[src/rtcac_pkg.sv]
// constants and types shared by the alarm and access-control block
`default_nettype none
package rtcac_pkg;
	// register addresses on the extended register port
	localparam logic [7:0] ADDR_ALARM_MIN = 8'h93;
	localparam logic [7:0] ADDR_ALARM_HOUR = 8'h94;
	localparam logic [7:0] ADDR_ALARM_WDAY = 8'h95;
	localparam logic [7:0] ADDR_CTRL = 8'h9c;
	localparam logic [7:0] ADDR_STAT = 8'h9d;
	// values after reset
	localparam logic [7:0] RST_ALARM_MIN = 8'h00;
	localparam logic [7:0] RST_HOUR_12 = 8'h12;
	localparam logic [7:0] RST_HOUR_24 = 8'h00;
	localparam logic [7:0] RST_ALARM_WDAY = 8'h00;
	// writable bits of each alarm register
	localparam logic [7:0] MASK_ALARM_MIN = 8'h7f;
	localparam logic [7:0] MASK_ALARM_HOUR = 8'h3f;
	localparam logic [7:0] MASK_ALARM_WDAY = 8'h7f;
	// field positions
	localparam int CTRL_RUN_BIT = 0;
	localparam int CTRL_FMT_BIT = 1;
	localparam int CTRL_ALEN_BIT = 2;
	localparam int CTRL_HREQ_BIT = 3;
	localparam int CTRL_HSTAT_BIT = 4;
	localparam int STAT_PER_BIT = 0;
	localparam int STAT_ALM_BIT = 1;
	localparam int HOUR_PM_BIT = 5;
	localparam logic [2:0] WEEKDAY_COUNT = 3'h7;
	// bcd limits
	localparam logic [7:0] MIN_MAX = 8'h59;
	localparam logic [7:0] HOUR24_MAX = 8'h23;
	localparam logic [4:0] HOUR12_MIN = 5'h01;
	localparam logic [4:0] HOUR12_MAX = 5'h12;

	typedef struct packed {
		logic wr;
		logic rd;
		logic [7:0] addr;
		logic [7:0] wdata;
	} rtcac_sfr_req_t;

	typedef struct packed {
		logic [7:0] minute;
		logic [7:0] hour;
		logic [2:0] weekday;
	} rtcac_time_t;

	typedef struct packed {
		logic [7:0] alarm_minute_value;
		logic [7:0] alarm_hour_value;
		logic [7:0] alarm_weekday_mask;
		logic counter_run_enable;
		logic hour_format_select;
		logic alarm_compare_enable;
		logic counter_hold_request;
		logic counter_hold_status;
		logic hour_written;
		logic periodic_event_flag;
		logic alarm_match_flag;
		logic match_d;
		logic irq;
		logic [7:0] rdata;
	} rtcac_state_t;
endpackage
`default_nettype wire

[src/rtcac_alarm_ctrl.sv]
// alarm matching, hold handshake and shared interrupt of the calendar counter
`default_nettype none
// Functional notes
// - weekday mask: seven day bits, bit7 zero
// - alarm only on days whose bit is set
// - 12h midnight 12, noon 32; 24h 00, 12
// - counter readable in any order while held
// - counter writable in any order while held
// - alarm registers writable in any order
// - shared interrupt, periodic and alarm flags
// - 12h hour bit5 marks afternoon
// - out-of-range alarm values never match
module rtcac_alarm_ctrl (
	input wire logic sys_clk,
	input wire logic rst_n,
	input wire logic fsub_pin,
	input wire rtcac_pkg::rtcac_sfr_req_t sfr_req,
	input wire rtcac_pkg::rtcac_time_t cur_time,
	input wire logic periodic_tick,
	output logic [7:0] sfr_rdata,
	output logic rtc_interrupt_request,
	output logic counter_run_enable,
	output logic hour_format_select,
	output logic counter_freeze
);
	logic [1:0] rst_pipe;
	logic rst_sync_n;
	logic fsub_tick;
	logic min_ok;
	logic hour_ok;
	logic match_now;
	rtcac_pkg::rtcac_state_t s;
	rtcac_pkg::rtcac_state_t next_s;

	always_ff @(posedge sys_clk or negedge rst_n)
	begin
		if (!rst_n)
			rst_pipe <= 2'h0;
		else
			rst_pipe <= {rst_pipe[0], 1'b1};
	end
	assign rst_sync_n = rst_pipe[1];

	rtcac_edge_sync u_fsub_sync (
		.sys_clk(sys_clk),
		.rst_sync_n(rst_sync_n),
		.async_in(fsub_pin),
		.rise(fsub_tick)
	);

	always_comb
	begin
		min_ok = (s.alarm_minute_value[3:0] <= 4'h9) && (s.alarm_minute_value <= rtcac_pkg::MIN_MAX);
	end

	// hour range per format, 12h uses afternoon marker
	always_comb
	begin
		hour_ok = 1'b0;
		if (s.alarm_hour_value[3:0] <= 4'h9)
		begin
			if (s.hour_format_select)
				hour_ok = s.alarm_hour_value <= rtcac_pkg::HOUR24_MAX;
			else
				hour_ok = (s.alarm_hour_value[7:6] == 2'h0)
					&& (s.alarm_hour_value[4:0] >= rtcac_pkg::HOUR12_MIN)
					&& (s.alarm_hour_value[4:0] <= rtcac_pkg::HOUR12_MAX);
		end
	end

	// compare enable, minute, hour and weekday select
	always_comb
	begin
		match_now = s.alarm_compare_enable && min_ok && hour_ok
			&& (cur_time.minute == s.alarm_minute_value)
			&& (cur_time.hour == s.alarm_hour_value)
			&& (cur_time.weekday < rtcac_pkg::WEEKDAY_COUNT)
			// day select bit gates the alarm
			&& s.alarm_weekday_mask[cur_time.weekday];
	end

	always_comb
	begin
		logic per_set;
		logic alm_set;
		per_set = s.counter_run_enable && periodic_tick;
		alm_set = match_now && !s.match_d;
		next_s = s;
		next_s.match_d = match_now;
		next_s.rdata = 8'h00;
		if (sfr_req.wr)
		begin
			// alarm registers accepted in any order
			case (sfr_req.addr)
				rtcac_pkg::ADDR_ALARM_MIN:
					next_s.alarm_minute_value = sfr_req.wdata & rtcac_pkg::MASK_ALARM_MIN;
				rtcac_pkg::ADDR_ALARM_HOUR:
				begin
					next_s.alarm_hour_value = sfr_req.wdata & rtcac_pkg::MASK_ALARM_HOUR;
					next_s.hour_written = 1'b1;
				end
				// bit7 of weekday mask stays zero
				rtcac_pkg::ADDR_ALARM_WDAY:
					next_s.alarm_weekday_mask = sfr_req.wdata & rtcac_pkg::MASK_ALARM_WDAY;
				rtcac_pkg::ADDR_CTRL:
				begin
					next_s.counter_run_enable = sfr_req.wdata[rtcac_pkg::CTRL_RUN_BIT];
					next_s.hour_format_select = sfr_req.wdata[rtcac_pkg::CTRL_FMT_BIT];
					next_s.alarm_compare_enable = sfr_req.wdata[rtcac_pkg::CTRL_ALEN_BIT];
					next_s.counter_hold_request = sfr_req.wdata[rtcac_pkg::CTRL_HREQ_BIT];
					// untouched hour follows the 24h reset encoding
					if (!s.hour_written && sfr_req.wdata[rtcac_pkg::CTRL_FMT_BIT])
						next_s.alarm_hour_value = rtcac_pkg::RST_HOUR_24;
				end
				rtcac_pkg::ADDR_STAT:
				begin
					if (!sfr_req.wdata[rtcac_pkg::STAT_PER_BIT])
						next_s.periodic_event_flag = 1'b0;
					if (!sfr_req.wdata[rtcac_pkg::STAT_ALM_BIT])
						next_s.alarm_match_flag = 1'b0;
				end
				default:
					next_s.rdata = 8'h00;
			endcase
		end
		if (sfr_req.rd)
		begin
			case (sfr_req.addr)
				rtcac_pkg::ADDR_ALARM_MIN:
					next_s.rdata = s.alarm_minute_value;
				rtcac_pkg::ADDR_ALARM_HOUR:
					next_s.rdata = s.alarm_hour_value;
				rtcac_pkg::ADDR_ALARM_WDAY:
					next_s.rdata = s.alarm_weekday_mask;
				rtcac_pkg::ADDR_CTRL:
					next_s.rdata = {3'h0, s.counter_hold_status, s.counter_hold_request,
						s.alarm_compare_enable, s.hour_format_select, s.counter_run_enable};
				rtcac_pkg::ADDR_STAT:
					next_s.rdata = {6'h00, s.alarm_match_flag, s.periodic_event_flag};
				default:
					next_s.rdata = 8'h00;
			endcase
		end
		// hold status changes only at a subclock edge
		if (fsub_tick)
			next_s.counter_hold_status = s.counter_hold_request;
		// flags set win over clears, one shared request
		if (per_set)
			next_s.periodic_event_flag = 1'b1;
		if (alm_set)
			next_s.alarm_match_flag = 1'b1;
		next_s.irq = per_set || alm_set;
	end

	always_ff @(posedge sys_clk or negedge rst_sync_n)
	begin
		if (!rst_sync_n)
		begin
			s <= '0;
			s.alarm_minute_value <= rtcac_pkg::RST_ALARM_MIN;
			s.alarm_hour_value <= rtcac_pkg::RST_HOUR_12;
			s.alarm_weekday_mask <= rtcac_pkg::RST_ALARM_WDAY;
		end
		else
			s <= next_s;
	end

	assign sfr_rdata = s.rdata;
	assign rtc_interrupt_request = s.irq;
	assign counter_run_enable = s.counter_run_enable;
	assign hour_format_select = s.hour_format_select;
	// frozen counter may be read or written freely
	assign counter_freeze = s.counter_hold_status;

	localparam int HOUR_PM = rtcac_pkg::HOUR_PM_BIT;
endmodule // rtcac_alarm_ctrl
`default_nettype wire

[src/rtcac_edge_sync.sv]
// two-flop synchroniser with rising-edge pulse for the subclock pin
`default_nettype none
module rtcac_edge_sync (
	input wire logic sys_clk,
	input wire logic rst_sync_n,
	input wire logic async_in,
	output logic rise
);
	typedef struct packed {
		logic s1;
		logic s2;
		logic s3;
	} rtcac_sync_t;

	rtcac_sync_t s;
	rtcac_sync_t next_s;

	always_comb
	begin
		next_s.s1 = async_in;
		next_s.s2 = s.s1;
		next_s.s3 = s.s2;
	end

	always_ff @(posedge sys_clk or negedge rst_sync_n)
	begin
		if (!rst_sync_n)
			s <= '0;
		else
			s <= next_s;
	end

	assign rise = s.s2 & ~s.s3;
endmodule // rtcac_edge_sync
`default_nettype wire

[config.mk]
export PLATFORM = sky130hd
export DESIGN_NAME = rtcac_alarm_ctrl
export DESIGN_NICKNAME = d
export VERILOG_FILES = /design/src/rtcac_pkg.sv /design/src/rtcac_alarm_ctrl.sv /design/src/rtcac_edge_sync.sv
export SDC_FILE = /design/constraint.sdc
export NUM_CORES = 1
export LEC_CHECK = 0
export ABC_AREA = 1
export BUFFER_PORTS_ARGS = -buffer_cell sky130_fd_sc_hd__buf_2
export CAP_MARGIN = 25
export CORE_MARGIN = 1
export CORE_UTILIZATION = 48
export CTS_CLUSTER_DIAMETER = 60
export DETAILED_ROUTE_END_ITERATION = 8
export MAX_ROUTING_LAYER = met4
export PLACE_DENSITY = 0.82
export SLEW_MARGIN = 20
export SYNTH_ARGS = -nofsm -noshare
export SYNTH_HDL_FRONTEND = slang
export SYNTH_SLANG_ARGS = --single-unit
[constraint.sdc]
create_clock -name sys_clk -period 1.2 [get_ports sys_clk]
set_clock_uncertainty 0.05 [all_clocks]
set_input_delay 0.12 -clock sys_clk [delete_from_list [all_inputs] [get_ports sys_clk]]
set_output_delay 0.12 -clock sys_clk [all_outputs]
set_load 0.05 [all_outputs]
* Yosys cells after proc, flatten, opt, wreduce, memory -nomap -nowiden
Cells that the tools add are included.
** Word-level totals
- Flip-flop bits (word level) :: 45
- Word-level logic and storage cells :: 80
- Input bits :: 41
- Output and inout port bits :: 12
** Operators by class
- Equality and inequality tests :: 10
- Reduce and logical (&&, ||, !) cells :: 28
- Bitwise gates (word level) :: 2
- Magnitude comparators :: 8
- Muxes and demuxes :: 14
** Operators by type and width (number)
- $eq 8x8->1 const B :: 5
- $pmux 8 s5 :: 1
- $mux 8 :: 2
- $pmux 8 s2 :: 1
- $logic_and 1x1->1 :: 12
- $reduce_bool 2->1 :: 5
- $reduce_and 3->1 :: 3
- $eq 8x7->1 :: 1
- $eq 8x8->1 :: 1
- $le 4x4->1 const B :: 2
- $le 8x6->1 const B :: 1
- $reduce_and 2->1 :: 4
- $le 7x7->1 const B :: 1
- $mux 1 :: 7
- $ge 5x1->1 const B :: 1
- $le 5x5->1 const B :: 1
- $lt 3x4->1 const B :: 1
- $mux 2 :: 2
- $ne 2x1->1 const B :: 2
- $bmux 1 s3 :: 1
- $lt 3x3->1 const B :: 1
- $logic_not 1->1 :: 2
- $logic_not 2->1 :: 1
- $ne 2x2->1 const B :: 1
- other kinds (3) :: 3

* Depth between registers and ports, before layout
- Depth in word-level cells :: 13
- Depth in mapped cells :: 10
- Mapped depth without buffers :: 10

* By module
A second synthesis with hierarchy kept.
** Second synthesis, totals
- Cells, all modules :: 308
- Area, all modules :: 2346.0 um^2
** By module, submodules not included
- rtcac_alarm_ctrl :: instances 1, area an instance 2260.9 um^2, cells an instance 303, sequential area each 978.4 um^2
- rtcac_edge_sync :: instances 1, area an instance 85.1 um^2, cells an instance 5, sequential area each 75.1 um^2

* Least setup slack after synthesis
OpenSTA, ideal clock, no wires.
- Kind :: flip-flop to flip-flop
- Start point :: reg s (netlist bit hour_format_select)
- End point :: reg s (netlist bit rtc_interrupt_request)
- Path buffers :: 0
- Clock period less this slack :: 1.322 ns
- Slack :: -0.122 ns
- Arrival time :: 1.205 ns
- Stages on the path, launching flop included :: 10
- Setup time :: 0.067 ns
- Required time :: 1.083 ns
- Cells stage by stage :: dfrtp_1 > nand2_1 > inv_1 > nand2_1 > nand2_1 > nor2_1 > nand2_1 > nor2_1 > nand3_1 > nand2_1
** RTL lines
- start: declaration :: line rtcac_alarm_ctrl.sv:32 : rtcac_pkg::rtcac_state_t s;
- start signal: assignment :: line rtcac_alarm_ctrl.sv:165 : s <= next_s;

* Final worst setup path
- Start point :: reg s[27] in the netlist's numbering
- End point :: reg s[10] in the netlist's numbering
** On the way
- Cells in the longest elaborated chain, start to end :: 13
- Elaborated cells on any way between the ends :: 20
- Classes of those cells :: order compare: 4; eq/ne: 2; mux: 3; reduce/logical: 11
** Ends and longest elaborated chain
- $ge 5x1->1 :: line rtcac_alarm_ctrl.sv:66 : && (s.alarm_hour_value[4:0] >= rtcac_pkg::HOUR12_MIN)
- $logic_and 1x1->1 :: line rtcac_alarm_ctrl.sv:66
- $logic_and 1x1->1 :: line rtcac_alarm_ctrl.sv:67 : && (s.alarm_hour_value[4:0] <= rtcac_pkg::HOUR12_MAX);
- $mux 1 :: line rtcac_alarm_ctrl.sv:62 : if (s.hour_format_select)
- $mux 1 :: line rtcac_alarm_ctrl.sv:60 : if (s.alarm_hour_value[3:0] <= 4'h9)
- $logic_and 1x1->1 :: line rtcac_alarm_ctrl.sv:74 : match_now = s.alarm_compare_enable && min_ok && hour_ok
- $logic_and 1x1->1 :: line rtcac_alarm_ctrl.sv:75 : && (cur_time.minute == s.alarm_minute_value)
- $logic_and 1x1->1 (*) :: line rtcac_alarm_ctrl.sv:76 : && (cur_time.hour == s.alarm_hour_value)
- $logic_and 1x1->1 (*) :: line rtcac_alarm_ctrl.sv:77 : && (cur_time.weekday < rtcac_pkg::WEEKDAY_COUNT)
- $logic_and 1x1->1 (*) :: line rtcac_alarm_ctrl.sv:79 : && s.alarm_weekday_mask[cur_time.weekday];
- $logic_and 1x1->1 (*) :: line rtcac_alarm_ctrl.sv:87 : alm_set = match_now && !s.match_d;
- $ne 2x1->1 (no source line) or $reduce_bool 2->1 (tied branches)
- $reduce_and 3->1 (no source line)
Mark *: on every way between the ends. The rest lies on a longest branch, timed or not.
A chain may end at the register's enable or synchronous reset.

==> qor.yml <==
start_kind: "flip-flop"
critPathRequiredTime_ns: 1.34
grt_antenna_before_repair: 0
critical_path_arrival_ns: 1.47
end_kind: "flip-flop"
max_stage_delay_ns: 0.54
cts.reportedPaths.clkPinSlew_ns: 0.08
io_buffers: 50
min_path_type: "input pin to flip-flop"
drc: 7
antenna-diode-count: 0
start_util_pct: 51.3
period_share_pct: 111
criticalPathCategory: "flip-flop to flip-flop"
layout-drive-gt1-share_pct: 32.6
grt_setup_unrepaired: "yes"
cts_max_level: 2
powerDensity_mw_per_mm2: 1070
ctsLongestPathBuffers: 2
grt_pass1_wl_um: 9670
grt_usage_pct: 26.0
crit_family: "flip-flops"
cp_cell_sequence: "inv_2, o21ai_0, nand2_1, nand2_1, nand2_1, nand2_1, nor2_2, nand3_1, nand2_1"
crit_path_top_delay_cell: "dfstp_2"
clock-sinks: 42
layout.nets: 433
root_buffer: "clkbuf_8"
fp.dieW_um: 71.2
via_per_inst: 5.03
synth_flop_cell: "dfrtp_1"
syn-cell-area_mm2: 0.00230
grt-ovfl-total: 0
clk_latency_ns: 0.30
crit_fanout: 4
fin_util_pct: 67.0
grt_max_degree: 41
min_period_ns: 1.34
boundaryPins: 53
synth-edff-count: 0
slew_viol_final: 0
cts_buffers: 5
cp_common_cell: "nand2_1"
fmax_ghz: 0.748
vdd.ir_drop.worst_uv: 751
dr_total_vias: 2237
globalplace.congestion: 0.962
setup_slack_ns: -0.136
place_worst_setup_slack_ns: -0.164
grt_pass1_vias: 2158
fp.dieH_um: 71.2
synth_cell_types: 32
core-area_mm2: 0.00447
ant_nets: 0
layout_common_cells: "nand2_1 (85), buf_2 (49), inv_1 (46)"
routed_wl_um: 5810
ys_seq_area_share_pct: 45.9
syn-num-nets: 346
ys_ff_latch: 42
fp-row-count: 24
dpl.hpwl_um: 4580
dr.pass1.iters: 8
wl_per_cell_um: 13.1
critPathBufInv: 1
hold_viol: 1
holdWs_ns: -0.000465
dieArea_mm2: 0.00507
cts_tree: "built"
synth_cells: 305
syn_avg_cell_area_um2: 7.53
p_leak_nw: 1.61
outcome: "complete, but fails checks"
setup_viol: 3
final_common_cell: "nand2_1"
drt_iter0_drc: 148
max-cap-violations: 0
syn_to_final_growth_pct: 30.5
violations: "design-rule violations, negative hold slack, negative setup slack"
ys_warn_count: 0
ys_async_sr_fraction_pct: 100
-- final timing paths --
check                                 start  slack [ns]  cells after the start                    end
worst min register to register  rst_pipe[1]        0.18                      1  u_fsub_sync.next_s[0]
min in group asynchronous             rst_n        0.07                      2            rst_pipe[0]
worst min-delay path             sfr_req[3]     -0.0005                      3                  s[37]
max in group asynchronous       rst_pipe[1]        0.66                      1                  s[30]
worst max-delay path                  s[27]       -0.14                      9                  s[10]
worst max register to register        s[27]       -0.14                      9                  s[10]
-- stage by stage --
step	hold slack [ns]	setup TNS (ns)	cells	cell area, um^2	power (mW)
after floorplan	-0.226	-0.187	305	2300	1.81
after global placement	-0.145	-2.23	431	2800	2.05
after detailed placement	-0.142	-2.90	431	2800	2.08
after CTS	0.000359	-0.383	443	2970	3.21
after global routing	0.0261	-0.716	445	3000	3.36
final	-0.000465	-0.387	445	3000	3.20
-- cells by family (layout without fill, tap and decap cells) --
logic type                count (synthesis)  count (layout)  share of synthesized area [%]
xor gates and xnor gates                  3               3                           1.14
and+or+nand+nor                         153             153                           29.5
buffers and inverters                    60             148                           12.0
AOI/OAI and AO/OA                        45              45                           11.2
other                                     2               2                          0.327
DFF                                      42              42                           45.9
-- worst reg2reg max path: stages, from the launching register on --
cell	delay [ns]
dfstp_2	0.54
inv_2	0.05
o21ai_0	0.16
nand2_1	0.08
nand2_1	0.06
nand2_1	0.05
nand2_1	0.07
nor2_2	0.04
nand3_1	0.08
nand2_1	0.06
-- routing by layer --
metal	vias to the layer above	track usage (%)	share of wire [%]
met2	75	43.6	50
met1	1036	31.6	42
met3	14	4.27	5.8
met5	-	-	0
li1	1112	-	-
met4	0	9.33	2.4
-- Yosys cell counts (2+ instances only) --
| cell | instances | area, um^2 |
|---|---|---|
| a21oi_1 | 6 | 30.0 |
| buf_4 | 8 | 60.1 |
| conb_1 | 2 | 7.51 |
| dfrtp_1 | 40 | 1000 |
| dfstp_2 | 2 | 52.6 |
| inv_1 | 48 | 180 |
| nand2_1 | 87 | 327 |
| nand2_2 | 8 | 50.1 |
| nand3_1 | 17 | 85.1 |
| nand4_1 | 2 | 12.5 |
| nor2_1 | 30 | 113 |
| o211ai_1 | 3 | 22.5 |
| o21ai_0 | 19 | 95.1 |
| o21ai_1 | 8 | 40.0 |
| o21ai_2 | 4 | 35.0 |
| o21bai_1 | 2 | 15.0 |
| or2_2 | 2 | 12.5 |
| xnor2_1 | 3 | 26.3 |
-- flip-flops by register name, indices dropped and copies added, names as in the netlist --
signal                 count
hour_format_select         1
s                         26
u_fsub_sync.next_s         2
counter_run_enable         1
rtc_interrupt_request      1
rst_pipe                   2
u_fsub_sync.s              1
counter_freeze             1
sfr_rdata                  7
-- cell type report --
type                    instances  area [um^2]
clock buffers                   5         68.8
clock inverters                 3         45.0
fillers                       373         1480
inverters                      49          184
multi-input cells             203          983
flip-flops and latches         42         1060
well taps                      52         65.1
repair buffers                 91          594
-- power by group --
| group | total [mW] | internal [mW] | leakage [nW] | switching, mW |
|---|---|---|---|---|
| Clock | 1.13 | 0.619 | 0.0504 | 0.506 |
| Sequential | 1.55 | 1.49 | 0.528 | 0.0586 |
| Combinational | 0.524 | 0.232 | 1.03 | 0.292 |
-- what timing repair did --
| action | 4_1_cts | 5_1_grt |
|---|---|---|
| gates resized for setup | 7 | 6 |
| gates cloned | 0 | 0 |
| hold buffers | 4 | 0 |
| endpoints found under the hold margin | 5 | 0 |
| pin swaps | 2 | 1 |
| buffers inserted | 0 | 2 |
| endpoints found under the setup margin | 4 | 11 |
Power figures use the tool's default switching activity.
